## src/core/msem_pkg.sv

```systemverilog
package msem_pkg;

	// ------------------------------------------------------------
	// Sizes
	// ------------------------------------------------------------
	localparam int NUM_MEM = 4;
	localparam int ADDR_W = 16;
	localparam int IDX_W = 8;
	localparam int DIV_W = 16;
	localparam int PTR_W = 2;

	// ------------------------------------------------------------
	// Register offsets and fields
	// ------------------------------------------------------------
	localparam logic [7:0] OFS_CTRL = 8'h00;
	localparam logic [7:0] OFS_STAT = 8'h04;
	localparam logic [7:0] OFS_INFO = 8'h08;
	localparam logic [7:0] OFS_IDX = 8'h0c;
	localparam logic [7:0] OFS_SPEED = 8'h10;
	localparam logic [7:0] OFS_CFG = 8'h14;
	localparam int CTRL_STEP_BIT = 0;
	localparam int CFG_HOSTIF_BIT = 0;
	localparam int STAT_QUIET_BIT = 0;
	localparam int STAT_READOUT_BIT = 1;
	localparam int STAT_SCAN_BIT = 2;
	localparam int STAT_BUSY_BIT = 3;
	localparam int STAT_IND_BIT = 4;
	localparam int INFO_FLAG_LSB = 16;
	localparam int FLAG_COR_OVF = 0;
	localparam int FLAG_COR = 1;
	localparam int FLAG_ERR_OVF = 2;
	localparam int FLAG_ERR = 3;

	// ------------------------------------------------------------
	// Reset values and memory indexes
	// ------------------------------------------------------------
	localparam logic [DIV_W-1:0] SPEED_RST = 16'h00ff;
	localparam logic CFG_HOSTIF_RST = 1'b0;
	localparam int HOSTIF_SLOT = NUM_MEM - 1;
	localparam logic [IDX_W-1:0] CLASSIFIER_IDX = 8'hb5;
	localparam logic [IDX_W-1:0] MEM_INDEX [NUM_MEM] = '{CLASSIFIER_IDX, 8'hba, 8'hbb, 8'hbc};

	typedef enum logic [2:0] {
		ST_QUIET,
		ST_SCANNING,
		ST_READOUT,
		ST_CLEAR,
		ST_SEARCH,
		ST_TO_QUIET
	} msem_state_t;

endpackage : msem_pkg

```

## src/core/msem_det_if.sv

```systemverilog
`timescale 1ns/1ns
interface msem_det_if;
	import msem_pkg::*;
	logic listen;
	logic clear;
	logic take;
	logic enable;
	logic pending;
	logic [3:0] flags;
	logic [ADDR_W-1:0] addr;
	modport mon (output listen, output clear, output take, output enable,
		input pending, input flags, input addr);
	modport mem (input listen, input clear, input take, input enable,
		output pending, output flags, output addr);
endinterface : msem_det_if

```

## src/core/msem_mem_detect.sv

```systemverilog
`timescale 1ns/1ns
module msem_mem_detect
	import msem_pkg::*;
(
	input wire logic i_clk,
	input wire logic i_rst_n,
	input wire logic i_rd_valid,
	input wire logic i_cor_err,
	input wire logic i_unc_err,
	input wire logic [ADDR_W-1:0] i_addr,
	msem_det_if.mem bus
);
	typedef struct packed {
		logic [3:0] flags;
		logic [ADDR_W-1:0] addr;
	} msem_det_st_t;
	msem_det_st_t r;
	msem_det_st_t next_r;

	always_comb
	begin
		next_r = r;
		if (bus.clear || bus.take)
			next_r = '0; // RQ10
		if (bus.enable && i_rd_valid) // RQ18 RQ2
		begin
			if (i_unc_err)
			begin
				if (bus.listen && !next_r.flags[FLAG_ERR]) // RQ17 RQ16
				begin
					next_r.flags[FLAG_ERR] = 1'b1; // RQ12
					next_r.addr = i_addr;
				end
				else
					next_r.flags[FLAG_ERR_OVF] = 1'b1; // RQ13
			end
			if (i_cor_err)
			begin
				if (bus.listen && !i_unc_err && next_r.flags[FLAG_ERR:FLAG_COR] == 3'h0)
				begin
					next_r.flags[FLAG_COR] = 1'b1; // RQ14
					next_r.addr = i_addr;
				end
				else
					next_r.flags[FLAG_COR_OVF] = 1'b1; // RQ15
			end
		end
	end

	always_ff @(posedge i_clk or negedge i_rst_n)
		if (!i_rst_n)
			r <= '0;
		else
			r <= next_r;

	assign bus.pending = bus.enable && (r.flags != 4'h0);
	assign bus.flags = r.flags; // RQ11
	assign bus.addr = r.addr;
endmodule : msem_mem_detect

```

## src/core/msem_monitor.sv

```systemverilog
//Contract
//[RQ1] After reset the monitor sits quiet until software asks to move.
//[RQ2] While quiet, memories keep indications locally and forward nothing.
//[RQ3] While scanning, pending indications set a status flag.
//[RQ4] In readout, flags, upset address and memory index are readable.
//[RQ5] Quiet, readout and scanning each have their own status bit.
//[RQ6] Step request reads set until the next state is reached, then clears.
//[RQ7] A busy bit stays set while a transition is under way.
//[RQ8] First request after reset clears all memories and goes to scanning.
//[RQ9] Software collects by going quiet then stepping until scanning again.
//[RQ10] Each memory holds one indication, cleared once read out.
//[RQ11] An indication is four flags and one upset address.
//[RQ12] Uncorrectable upset with captured address sets the uncorrectable flag.
//[RQ13] Uncorrectable upset without captured address sets uncorrectable overflow.
//[RQ14] Correctable upset with captured address sets the correctable flag.
//[RQ15] Correctable upset without captured address sets correctable overflow.
//[RQ16] Uncorrectable upsets take priority over correctable ones.
//[RQ17] Addresses are captured only while scanning; otherwise only overflow flags.
//[RQ18] Indications are raised when memory contents are read.
//[RQ19] Software raises the monitor speed before the first request.
//[RQ20] Host-interface memories are monitored only when software enables them.
//[RQ21] Index 181 is the classifier action memory, address equals row.
//[RQ22] From quiet or readout, step to next pending indication or scanning.
//[RQ23] From scanning step to quiet; busy drops as the status bit rises.
`timescale 1ns/1ns
module msem_monitor
	import msem_pkg::*;
(
	input wire logic I_CLK_SYS,
	input wire logic I_RST_N,
	input wire logic I_PSEL,
	input wire logic I_PENABLE,
	input wire logic I_PWRITE,
	input wire logic [7:0] I_PADDR,
	input wire logic [31:0] I_PWDATA,
	input wire logic [NUM_MEM-1:0] I_MEM_RD_VALID,
	input wire logic [NUM_MEM-1:0] I_CORRECTABLE_FLAG_ERR,
	input wire logic [NUM_MEM-1:0] I_MEM_UNC_ERR,
	input wire logic [NUM_MEM*ADDR_W-1:0] I_MEM_ADDR,
	output logic [31:0] O_PRDATA,
	output logic O_PREADY,
	output logic O_PSLVERR
);

	// ------------------------------------------------------------
	// State
	// ------------------------------------------------------------
	typedef struct packed {
		msem_state_t state;
		logic [PTR_W-1:0] ptr;
		logic first_done;
		logic step_req;
		logic [DIV_W-1:0] speed;
		logic hostif_en;
		logic [3:0] info_flags;
		logic [ADDR_W-1:0] info_addr;
		logic [IDX_W-1:0] info_idx;
		logic indication;
		logic clear;
		logic [NUM_MEM-1:0] take;
		logic pready;
		logic pslverr;
		logic [31:0] prdata;
	} msem_mon_st_t;

	msem_mon_st_t r;
	msem_mon_st_t next_r;
	logic tick;
	logic busy;
	logic acc;
	logic wr;
	logic wr_ctrl;
	logic mapped;
	logic any_pending;
	logic [NUM_MEM-1:0] pending;
	logic [3:0] mem_flags [NUM_MEM];
	logic [ADDR_W-1:0] mem_addr [NUM_MEM];
	logic [31:0] rdata;

	// ------------------------------------------------------------
	// Protected memories
	// ------------------------------------------------------------
	generate
		for (genvar g = 0; g < NUM_MEM; g++)
		begin : g_mem
			msem_det_if dif ();
			assign dif.listen = (r.state == ST_SCANNING); // RQ17
			assign dif.clear = r.clear;
			assign dif.take = r.take[g];
			assign dif.enable = (g == HOSTIF_SLOT) ? r.hostif_en : 1'b1; // RQ20
			assign pending[g] = dif.pending;
			assign mem_flags[g] = dif.flags;
			assign mem_addr[g] = dif.addr;
			msem_mem_detect u_det (
				.i_clk(I_CLK_SYS),
				.i_rst_n(I_RST_N),
				.i_rd_valid(I_MEM_RD_VALID[g]),
				.i_cor_err(I_CORRECTABLE_FLAG_ERR[g]),
				.i_unc_err(I_MEM_UNC_ERR[g]),
				.i_addr(I_MEM_ADDR[g*ADDR_W +: ADDR_W]),
				.bus(dif.mem)
			);
		end
	endgenerate

	assign any_pending = |pending;
	assign busy = (r.state == ST_CLEAR) || (r.state == ST_SEARCH) || (r.state == ST_TO_QUIET);

	msem_tick_div u_div (
		.i_clk(I_CLK_SYS),
		.i_rst_n(I_RST_N),
		.i_run(busy),
		.i_div(r.speed),
		.o_tick(tick)
	);

	// ------------------------------------------------------------
	// Register access
	// ------------------------------------------------------------
	assign acc = I_PSEL && I_PENABLE && !r.pready;
	assign wr = I_PSEL && I_PENABLE && r.pready && I_PWRITE && !r.pslverr;
	assign wr_ctrl = wr && (I_PADDR == OFS_CTRL);
	assign mapped = (I_PADDR == OFS_CTRL) || (I_PADDR == OFS_STAT) ||
		(I_PADDR == OFS_INFO) || (I_PADDR == OFS_IDX) ||
		(I_PADDR == OFS_SPEED) || (I_PADDR == OFS_CFG);

	always_comb
	begin
		rdata = 32'h0000_0000;
		case (I_PADDR)
			OFS_CTRL: rdata[CTRL_STEP_BIT] = r.step_req; // RQ6
			OFS_STAT:
			begin
				rdata[STAT_QUIET_BIT] = (r.state == ST_QUIET); // RQ5
				rdata[STAT_READOUT_BIT] = (r.state == ST_READOUT);
				rdata[STAT_SCAN_BIT] = (r.state == ST_SCANNING);
				rdata[STAT_BUSY_BIT] = busy; // RQ7
				rdata[STAT_IND_BIT] = r.indication; // RQ3
			end
			OFS_INFO:
			begin
				rdata[INFO_FLAG_LSB +: 4] = r.info_flags; // RQ4 RQ11
				rdata[ADDR_W-1:0] = r.info_addr; // RQ21
			end
			OFS_IDX: rdata[IDX_W-1:0] = r.info_idx; // RQ4
			OFS_SPEED: rdata[DIV_W-1:0] = r.speed;
			OFS_CFG: rdata[CFG_HOSTIF_BIT] = r.hostif_en;
			default: rdata = 32'h0000_0000;
		endcase
	end

	// ------------------------------------------------------------
	// Next state
	// ------------------------------------------------------------
	always_comb
	begin
		next_r = r;
		next_r.clear = 1'b0;
		next_r.take = '0;
		next_r.pready = acc;
		if (acc)
		begin
			next_r.pslverr = !mapped;
			next_r.prdata = I_PWRITE ? 32'h0000_0000 : rdata;
		end
		else if (r.pready)
		begin
			next_r.pslverr = 1'b0;
			next_r.prdata = 32'h0000_0000;
		end
		if (r.state == ST_SCANNING && any_pending)
			next_r.indication = 1'b1; // RQ3 RQ2
		case (r.state)
			ST_QUIET:
				if (r.step_req) // RQ1
				begin
					next_r.ptr = '0;
					if (!r.first_done)
					begin
						next_r.first_done = 1'b1;
						next_r.clear = 1'b1; // RQ8
						next_r.indication = 1'b0;
						next_r.state = ST_CLEAR;
					end
					else
						next_r.state = ST_SEARCH; // RQ22
				end
			ST_SCANNING:
				if (r.step_req)
					next_r.state = ST_TO_QUIET; // RQ23
			ST_READOUT:
				if (r.step_req)
				begin
					if (r.ptr == PTR_W'(NUM_MEM - 1))
					begin
						next_r.state = ST_SCANNING; // RQ22
						next_r.step_req = 1'b0; // RQ6
					end
					else
					begin
						next_r.ptr = r.ptr + 2'h1;
						next_r.state = ST_SEARCH; // RQ22
					end
				end
			ST_CLEAR:
				if (tick)
				begin
					next_r.state = ST_SCANNING; // RQ8
					next_r.step_req = 1'b0; // RQ6
				end
			ST_TO_QUIET:
				if (tick)
				begin
					next_r.state = ST_QUIET; // RQ23
					next_r.step_req = 1'b0;
				end
			ST_SEARCH:
				if (tick)
				begin
					if (pending[r.ptr])
					begin
						next_r.info_flags = mem_flags[r.ptr]; // RQ4
						next_r.info_addr = mem_addr[r.ptr]; // RQ21
						next_r.info_idx = MEM_INDEX[r.ptr];
						next_r.take[r.ptr] = 1'b1; // RQ10
						next_r.state = ST_READOUT;
						next_r.step_req = 1'b0; // RQ6
					end
					else if (r.ptr == PTR_W'(NUM_MEM - 1))
					begin
						next_r.state = ST_SCANNING; // RQ22
						next_r.step_req = 1'b0;
					end
					else
						next_r.ptr = r.ptr + 2'h1;
				end
			default: next_r.state = ST_QUIET;
		endcase
		if (wr_ctrl && I_PWDATA[CTRL_STEP_BIT])
			next_r.step_req = 1'b1; // RQ6
		if (wr && I_PADDR == OFS_SPEED)
			next_r.speed = I_PWDATA[DIV_W-1:0]; // RQ19
		if (wr && I_PADDR == OFS_CFG)
			next_r.hostif_en = I_PWDATA[CFG_HOSTIF_BIT]; // RQ20
	end

	always_ff @(posedge I_CLK_SYS or negedge I_RST_N)
		if (!I_RST_N)
		begin
			r <= '0;
			r.state <= ST_QUIET; // RQ1
			r.speed <= SPEED_RST;
			r.hostif_en <= CFG_HOSTIF_RST;
		end
		else
			r <= next_r;

	assign O_PRDATA = r.prdata;
	assign O_PREADY = r.pready;
	assign O_PSLVERR = r.pslverr;
endmodule : msem_monitor

```

## src/core/msem_tick_div.sv

```systemverilog
`timescale 1ns/1ns
module msem_tick_div
	import msem_pkg::*;
(
	input wire logic i_clk,
	input wire logic i_rst_n,
	input wire logic i_run,
	input wire logic [DIV_W-1:0] i_div,
	output logic o_tick
);
	typedef struct packed {
		logic [DIV_W-1:0] cnt;
		logic tick;
	} msem_div_st_t;
	msem_div_st_t r;
	msem_div_st_t next_r;

	always_comb
	begin
		next_r = r;
		next_r.tick = i_run && (r.cnt >= i_div);
		if (!i_run || r.cnt >= i_div)
			next_r.cnt = '0;
		else
			next_r.cnt = r.cnt + 16'h0001;
	end

	always_ff @(posedge i_clk or negedge i_rst_n)
		if (!i_rst_n)
			r <= '0;
		else
			r <= next_r;

	assign o_tick = r.tick;
endmodule : msem_tick_div

```

## config.mk

```make
export PLATFORM = sky130hd
export DESIGN_NAME = msem_monitor
export DESIGN_NICKNAME = d
export VERILOG_FILES = /design/src/core/msem_pkg.sv /design/src/core/msem_det_if.sv /design/src/core/msem_mem_detect.sv /design/src/core/msem_monitor.sv /design/src/core/msem_tick_div.sv
export SDC_FILE = /design/constraint.sdc
export NUM_CORES = 1
export LEC_CHECK = 0
export BUFFER_PORTS_ARGS = -buffer_cell sky130_fd_sc_hd__buf_4
export CORE_MARGIN = 3
export CORE_UTILIZATION = 48
export CTS_CLUSTER_SIZE = 8
export DETAILED_ROUTE_END_ITERATION = 16
export GPL_ROUTABILITY_DRIVEN = 0
export GPL_TIMING_DRIVEN = 0
export PLACE_DENSITY = 0.79
export SYNTH_ARGS = -nofsm -noshare
export SYNTH_HDL_FRONTEND = slang
export SYNTH_SLANG_ARGS = --single-unit
```

## constraint.sdc

```tcl
create_clock -name I_CLK_SYS -period 6.02 [get_ports I_CLK_SYS]
set_input_delay 1.806 -clock I_CLK_SYS [delete_from_list [all_inputs] [get_ports I_CLK_SYS]]
set_output_delay 1.806 -clock I_CLK_SYS [all_outputs]
set_load 0.005 [all_outputs]
```

# Word-level counts from Yosys, hierarchy flattened
# Index checks and enable logic that the tools add are counted.
# totals
inputBits,121
word_cells,223
reg_bits,189
output_inout_bits,34
# classes
n_reduce_logical,70
bitwise_logic,1
muxes,99
n_eq_ne,22
n_addsub,2
order_cmp,4
# op_table
operator,count
$mux W16,15
$mux W20,9
$mux W18,4
$mux W33,2
$bmux W16 S2,1
$logic_and A1 B1 Y1,26
$mux W1,26
$mux W2,13
$mux W4,6
$mux W3,7
$reduce_bool A4 Y1,5
$pmux W3 S6,1
$add A16 B1 Y16 const B,1
$bmux W8 S2,1
$eq A8 B4 Y1 const B,2
$eq A8 B5 Y1 const B,2
$ge A16 B16 Y1,1
$mux W8,2
$pmux W4 S4,1
$pmux W8 S2,1
$logic_not A3 Y1,5
$logic_not A1 Y1,12
$logic_or A1 B1 Y1,12
$mux W5,2
other kinds (32),41

# Depth between registers and ports, before layout
# Gate-level depths: netlist of the first run.
# logic_depth
ltp_word,12
ltp_mapped,8
mapped_depth_nobuf,7

# Modules after synthesis
# From an unflattened synthesis of the first run, not the netlist that was laid out.
# unflattened
hier_cells,756
hier_area_um2,8852.2
# modules_own_cells
mod,seq_area_each_um2,area_per_inst_um2,cells_per_inst,n_inst
msem_monitor,1936.9,4294.1,388,1
msem_mem_detect (g_mem[1].u_det ...),500.5,845.8,60,3
msem_tick_div,425.4,1173.6,128,1
msem_mem_detect (g_mem[0].u_det),500.5,847.1,60,1

# Worst setup path after synthesis of the first run
# No wires, ideal clock.
# synth_path
path_type,input to register
start,in I_PADDR[1]
end,"reg r, in the netlist O_PRDATA[10]"
required_ns,5.953
path_buffers,1
arrival_ns,3.100
setup_time_ns,0.067
setup_slack_ns,2.853
cell_stages,6
cell_sequence,nor3_1 > nand2_1 > or2_2 > nor3_1 > buf_2 > a221o_1
# synth_via
elab_chain_cells,4
word_cells_on_any_way,5
cone_classes,2 x eq/ne; 3 x mux
# synth_lines
item,line_no,source
"start, declared",msem_monitor.sv:34,"input wire logic [7:0] I_PADDR,"
$eq A8 B5 Y1 / $eq A8 B4 Y1 (equally long branches),msem_monitor.sv:130,case (I_PADDR)
$pmux W8 S2 (*),msem_monitor.sv:130,
$mux W20 (*),msem_monitor.sv:164,next_r.prdata = I_PWRITE ? 32'h0000_0000 : rdata;
$mux W33 (*),msem_monitor.sv:161,if (acc)
"end signal, assigned",msem_monitor.sv:256,r <= next_r;
"end, declared",msem_monitor.sv:66,msem_mon_st_t r;
# Mark *: on every way between the ends. The rest lies on a longest branch, timed or not.
# A chain may end at the register's enable or synchronous reset.

# Worst setup path after layout of the first run
# layout_path
start,in I_PADDR[1]
end,"reg r, in the netlist O_PRDATA[14]"
# Same word-level chain as after synthesis.

==> results.json, run 1 <==
{
  "status": "finished, final reports clean",
  "cts_root_buf": "clkbuf_16",
  "syn_avg_cell_area_um2": 10.61,
  "hold_violations": 0,
  "grt_pass1_wl_um": 35490,
  "grt_use_met2_pct": 35.38,
  "ys_async_sr_fraction_pct": 100.0,
  "fmax_mhz": 293.0,
  "yosys_warnings": 0,
  "cts_tree": "yes",
  "ys_ff_latch": 174,
  "ir_drop_mv": 0.2353,
  "fp-row-count": 49,
  "rsz0062_at_grt": "false",
  "hp-start": "r[43]",
  "design.core.area_um2": 18090,
  "clk_pin_slew_ns": 0.07,
  "cts_resized": 0,
  "stdcell_count": 1237,
  "drt_pass1_iterations": 5,
  "grt_start_max_net_pins": 125,
  "ios": 155,
  "drv_cap": 0,
  "critPathCaptureType": "register",
  "dp.final_hpwl_um": 16300,
  "min_path_type": "register to register",
  "synth_edf_count": 0,
  "p_leak_uw": 0.005255,
  "seq_area_frac_synth_pct": 49.07,
  "grt_use_total_pct": 22.16,
  "wl_per_cell_um": 17.86,
  "io_buffers": 126,
  "worst-setup-path-type": "input port to register",
  "die_w_um": 142.1,
  "crit_fanout": 10,
  "die-area_um2": 20200,
  "clock_latency_ns": 0.43,
  "timing.rr.end": "u_div.r[14]",
  "placedCellCount": 1205,
  "syn2layout_area_growth_pct": 21.76,
  "dr.first_iter.drc_count": 584,
  "cts_buffers": 17,
  "grt_antenna_before_repair": 0,
  "worst_slack_ns": 2.607,
  "clock_skew_ns": 0.01294,
  "postCtsSetupBuffers": 0,
  "netlist_instances": 838,
  "cts_max_path_buffers": 2,
  "setup_violations": 0,
  "min_to": "r[43]",
  "grt_pass1_vias": 6897,
  "slew_violations": 0,
  "power.density_nw_per_um2": 337.9,
  "crit_path_start_kind": "input port",
  "routed_wl_um": 22090,
  "diodes": 0,
  "vias": 6921,
  "fin_setup_tns_ns": 0,
  "hold_buffers": 0,
  "met3_usage_pct": 4.704,
  "ant_nets": 0,
  "synth_ff_type": "dfrtp_1",
  "busiest_layer": "met2",
  "nets": 1138,
  "drc": 0,
  "holdPathStages": 2,
  "crit_arrival_ns": 3.77,
  "post-route-period-util_pct": 56.70,
  "layout-drive-gt1-share_pct": 28.17,
  "timing.rr.start": "r[84]",
  "die_h_um": 142.1,
  "grt.met1_usage_pct": 30.85,
  "htree_levels": 4,
  "r2r_cells": 8,
  "pre_cts_slack_ns": 2.215,
  "ys_types": 64,
  "grt_overflow_total": 0,
  "r2r_slack_ns": 3.49,
  "syn-cell-area_um2": 8894,
  "slew_headroom_pct": 38.11,
  "tightest_slew_ns": 0.9025,
  "critPathRequiredTime_ns": 6.38,
  "clock-sinks": 174,
  "start_util_pct": 49.17,
  "period_minus_slack_ns": 3.413,
  "viasPerCell": 5.595
}
## final cells by class
class                   instances  area, um^2
inverters                      39       146.4
well taps                     229       286.5
clock inverters                13       173.9
repair buffers                127       980.9
flip-flops and latches        174        4364
fillers                      1465        7257
plain buffers                  73       439.2
clock buffers                  19       452.9
multi-input cells             563        3985
## cells in the mapped netlist, types with 4 or more instances
master     number  area, um^2
clkbuf_1       22       82.58
mux2_4         13       195.2
a21o_1          7       52.55
buf_4          33       247.7
nand3_1        63       315.3
a22o_1         15       131.4
o2111ai_1       4       35.03
inv_1          39       146.4
ha_1           22       275.3
o32a_1          4       40.04
xor2_1          8       70.07
o21ai_0        11       55.05
nand4_1         9       56.30
a32o_1          8       80.08
nand2_1       153       574.3
nor2_1         25       93.84
a31oi_1         4       25.02
and2_1         12       75.07
dfstp_2         8       210.2
nand2b_1        6       37.54
nor2b_1         9       56.30
a221o_1         8       80.08
nor3_1         26       130.1
mux2i_1        22       220.2
mux2_2         25       281.5
dfrtp_1       166        4154
a22oi_1         5       37.54
or3_1           6       37.54
mux4_2         20       450.4
xnor2_1         7       61.31
buf_2          14       70.07
nor4_1          4       25.02
a21oi_1        15       75.07
## placed cells by master (no fill, tap or decap), types with 12 or more instances in the layout
cell,synthesis,layout
buf_2,14,14
mux2_4,13,13
and2_1,12,12
nor3_1,26,26
mux2i_1,22,22
buf_4,33,158
mux4_2,20,20
a22o_1,15,15
inv_1,39,39
nand2_1,153,153
nor2_1,25,25
ha_1,22,22
a21oi_1,15,15
conb_1,1,12
clkbuf_1,22,22
mux2_2,25,25
clkbuf_16,0,17
dfrtp_1,166,166
nand3_1,63,63
## sequential cells by signal, summed over array words and instances (netlist names)
name,cells
O_PRDATA,20
O_PREADY,1
O_PSLVERR,1
g_mem.dif.clear,1
g_mem.dif.enable,1
g_mem.dif.take,4
g_mem.u_det.bus.addr,64
g_mem.u_det.bus.flags,16
r,49
u_div.o_tick,1
u_div.r,16
## cells by family after synthesis
family	count (synthesis)	share of synthesized area, %
simple gates	326	17.02
flops	174	49.07
buf+inv	112	6.584
compound gates	107	9.679
mux	81	13.03
fa+ha+maj	22	3.095
xor+xnor	15	1.477
other cells	1	0.04217
## worst max-delay path: stages
cell and delay [ns]:
buf_4 0.11, nor3_1 0.17, nand2_1 0.21, or2_2 0.37, nor3_1 0.54, buf_2 0.38, a221o_1 0.19
## through the flow
step	cell area [um^2]	total power (uW)	hold WS [ns]	utilization, %
2_1_floorplan	8935	2192	0.4350	-
3_3_place_gp	10170	2448	0.4509	56.22
3_5_place_dp	10200	2492	0.4740	56.41
4_1_cts	10830	3664	0.4897	59.88
5_1_grt	10830	3838	0.5222	59.88
6_report	10830	3659	0.4856	59.88
## layer usage
metal	part of all wire (%)	wire length, um
met5	0	0
met1	45	9919
met3	6.4	1403
met4	1.8	391
met2	47	10380
## power breakdown
group / switching [uW] / internal (uW) / total [uW]
Sequential: 179 / 1420 / 1600
Combinational: 440 / 449 / 889
Clock: 484 / 685 / 1170
Total: 1100 / 2560 / 3660
## worst max path at each step
stage | startpoint | end | slack [ns] | cells past startpoint
floorplan | I_PADDR[1] | O_PRDATA[10] | 2.85 | 6
global placement | I_RST_N | g_mem[2].u_det.bus.addr[11] | 2.12 | 1
detailed placement | I_PADDR[1] | O_PRDATA[11] | 2.21 | 7
CTS | I_PADDR[1] | O_PRDATA[15] | 2.64 | 7
global route | I_PADDR[1] | O_PRDATA[15] | 2.48 | 7
finish | I_PADDR[1] | O_PRDATA[14] | 2.61 | 7
(Power assumes the default switching activity.)
==> run 2: changes to the inputs <==
--- a/config.mk
+++ b/config.mk
@@ -5,6 +5,7 @@
 export SDC_FILE = /design/constraint.sdc
 export NUM_CORES = 1
 export LEC_CHECK = 0
+export ABC_AREA = 1
 export BUFFER_PORTS_ARGS = -buffer_cell sky130_fd_sc_hd__buf_4
 export CORE_MARGIN = 3
 export CORE_UTILIZATION = 48
==> constraint.sdc (replaced) <==
create_clock -name I_CLK_SYS -period 3.2 [get_ports I_CLK_SYS]
set_input_delay 0.96 -clock I_CLK_SYS [delete_from_list [all_inputs] [get_ports I_CLK_SYS]]
set_output_delay 0.96 -clock I_CLK_SYS [all_outputs]
set_load 0.005 [all_outputs]
==> run 2 against run 1 <==
  * Critical path depth increased by 1
  * Sequential share of layout area decreased by 1.8 points
  * Synthesized area increased by 5.1%
  * Highest routed layer unchanged
==> results.json, run 2 <==
{
  "ios": 155,
  "synth_top_area_share_pct": 44.46,
  "clock_latency_ns": 0.44,
  "diodes": 0,
  "yosys_warnings": 0,
  "share_comb_of_total_power_pct": 4.6,
  "synthTopCellsByArea": "dfrtp_1 44%, nand2_1 12%, nor2_1 4.8%, inv_1 4.0%, o21ai_2 3.8%",
  "drc": 0,
  "grt_use_total_pct": 22.44,
  "cts_resized": 0,
  "clock_skew_ns": 0.007770,
  "final_cell_mix": "294 x nand2_1, 166 x dfrtp_1, 160 x buf_4, 120 x nor2_1, 100 x inv_1",
  "seq_area_frac_synth_pct": 46.71,
  "die-area_um2": 21180,
  "fin_setup_tns_ns": 0,
  "clock-sinks": 174,
  "crit_path_start_kind": "input port",
  "grt_pass1_vias": 7860,
  "final_common_cell": "nand2_1",
  "internal_power_uw": 3653,
  "syn_avg_cell_area_um2": 8.233,
  "worst_slack_ns": 1.073,
  "ys_types": 42,
  "ys_async_sr_fraction_pct": 100.0,
  "cts_buffers": 17,
  "grt_overflow_total": 0,
  "timing.rr.start": "r[76]",
  "grt_antenna_before_repair": 0,
  "start_util_pct": 49.46,
  "grt_pass1_wl_um": 38740,
  "cts_root_buf": "clkbuf_16",
  "ant_nets": 0,
  "multi_input_area_um2": 4080,
  "routed_wl_um": 23770,
  "fp-row-count": 50,
  "layout-drive-gt1-share_pct": 23.60,
  "post-route-util_pct": 59.99,
  "min_path_type": "input port to asynchronous set/reset pin",
  "die_w_um": 145.5,
  "slew_headroom_pct": 59.06,
  "crit_start": "I_PADDR[7]",
  "netlist.top_cell.by_area": "dfrtp_1",
  "pwr-share-clk_pct": 48.2,
  "die_h_um": 145.5,
  "pwr-share-seq_pct": 47.2,
  "critPathRequiredTime_ns": 3.50,
  "critPathCaptureType": "register",
  "design.core.area_um2": 18890,
  "cts_tree": "yes",
  "yosysMostFrequentCell": "nand2_1",
  "dp.final_hpwl_um": 18300,
  "yosys-top-cells-count": "294 x nand2_1, 166 x dfrtp_1, 120 x nor2_1, 100 x inv_1, 70 x nand3_1",
  "vias": 8036,
  "p_leak_uw": 0.005791,
  "tightest_slew_ns": 0.6140,
  "htree_levels": 4,
  "syn2layout_area_growth_pct": 21.30,
  "io_buffers": 126,
  "worst-setup-path-type": "input port to register",
  "pre_cts_slack_ns": 0.6054,
  "whs_ns": 0.4522,
  "power.density_nw_per_um2": 412.5,
  "ys_ff_latch": 174,
  "crit_fanout": 10,
  "rsz0062_at_grt": "false",
  "syn-cell-area_um2": 9344,
  "fillers": 1663,
  "netlist_instances": 1135,
  "clk_pin_slew_ns": 0.07,
  "cts_max_path_buffers": 2,
  "crit_arrival_ns": 2.43,
  "postCtsSetupBuffers": 0,
  "viasPerCell": 5.135,
  "largest_reg_flops": 64,
  "power.switching_uw": 1022,
  "dr.first_iter.drc_count": 617,
  "slew_violations": 0,
  "post-route-period-util_pct": 66.47,
  "drt_pass1_iterations": 6,
  "setup_violations": 0,
  "synth_ff_type": "dfrtp_1",
  "drv_cap": 0,
  "status": "finished, final reports clean",
  "regArea_um2": 4364,
  "period_minus_slack_ns": 2.127,
  "grt_start_max_net_pins": 108,
  "fmax_mhz": 470.2,
  "nets": 1435,
  "hold_buffers": 0,
  "wl_per_cell_um": 15.19,
  "hold_violations": 0,
  "ir_drop_mv": 0.4139,
  "swShare_pct": 21.86,
  "synth_edf_count": 0
}
## run 2: changes by cell type after synthesis, sizes merged, moves of 20 or more
cell,delta
inv,+65
nor2,+106
o21ai,+115
nand2,+156
mux2i,-22
mux2,-39
mux4,-20
## run 2: final timing paths
| check | end | slack, ns | depth (start not counted) |
|---|---|---|---|
| min | r[79] | 0.45 | 1 |
| max reg2reg | u_div.r[15] | 1.13 | 9 |
| min reg2reg | u_div.r[1] | 0.46 | 1 |
| min in group I_CLK_SYS | u_div.r[1] | 0.46 | 1 |
| max in group asynchronous | g_mem[2].u_det.bus.addr[0] | 1.84 | 2 |
| max | r[78] | 1.07 | 8 |
## run 2: critical path: stages
cell      delay (ns)
buf_4           0.11
nor2_1          0.12
nand3_1         0.12
nor2_2          0.37
nand2_1         0.25
clkbuf_1        0.28
nor2_1          0.16
a21oi_1         0.06
## run 2: kinds of logic after synthesis
| family | Yosys count | synth area share, % |
|---|---|---|
| and+or+nand+nor | 545 | 25.82 |
| AOI/OAI and AO/OA | 198 | 13.20 |
| buffers and inverters | 182 | 10.07 |
| DFF | 174 | 46.71 |
| adders and majority gates | 22 | 2.946 |
| xor gates and xnor gates | 13 | 1.219 |
| other | 1 | 0.04013 |
## run 2: layer usage
layer | global-route usage, % | share of wire, %
met1 | 29.57 | 44
met2 | 37.65 | 48
met5 | 0 | 0
met3 | 4.734 | 5.9
met4 | 6.553 | 1.9
## run 2: stage by stage
step                      cells  cell area (um^2)  power [uW]
after floorplan            1146              9385        2294
after global placement     1532             10660        2456
final                      1565             11330        4675
after global routing       1565             11330        4812
after detailed placement   1533             10690        2464
after CTS                  1565             11330        4692
## run 2: area by class of cell
cell class	instances	share of cell area [%]
Clock buffer	18	3.875
Tap cell	260	2.870
Multi-Input combinational cell	790	36.00
Sequential cell	174	38.50
Clock inverter	14	1.799
Inverter	104	3.466
Buffer	78	4.835
Timing Repair Buffer	127	8.654
## run 2: power groups by stage
stage                     clock [uW]  combinational [uW]  sequential, uW
after global placement             0                 208            2250
after CTS                       2270                 217            2210
final                           2250                 214            2210
after detailed placement           0                 216            2250
after global routing            2370                 237            2210
after floorplan                    0                47.1            2250
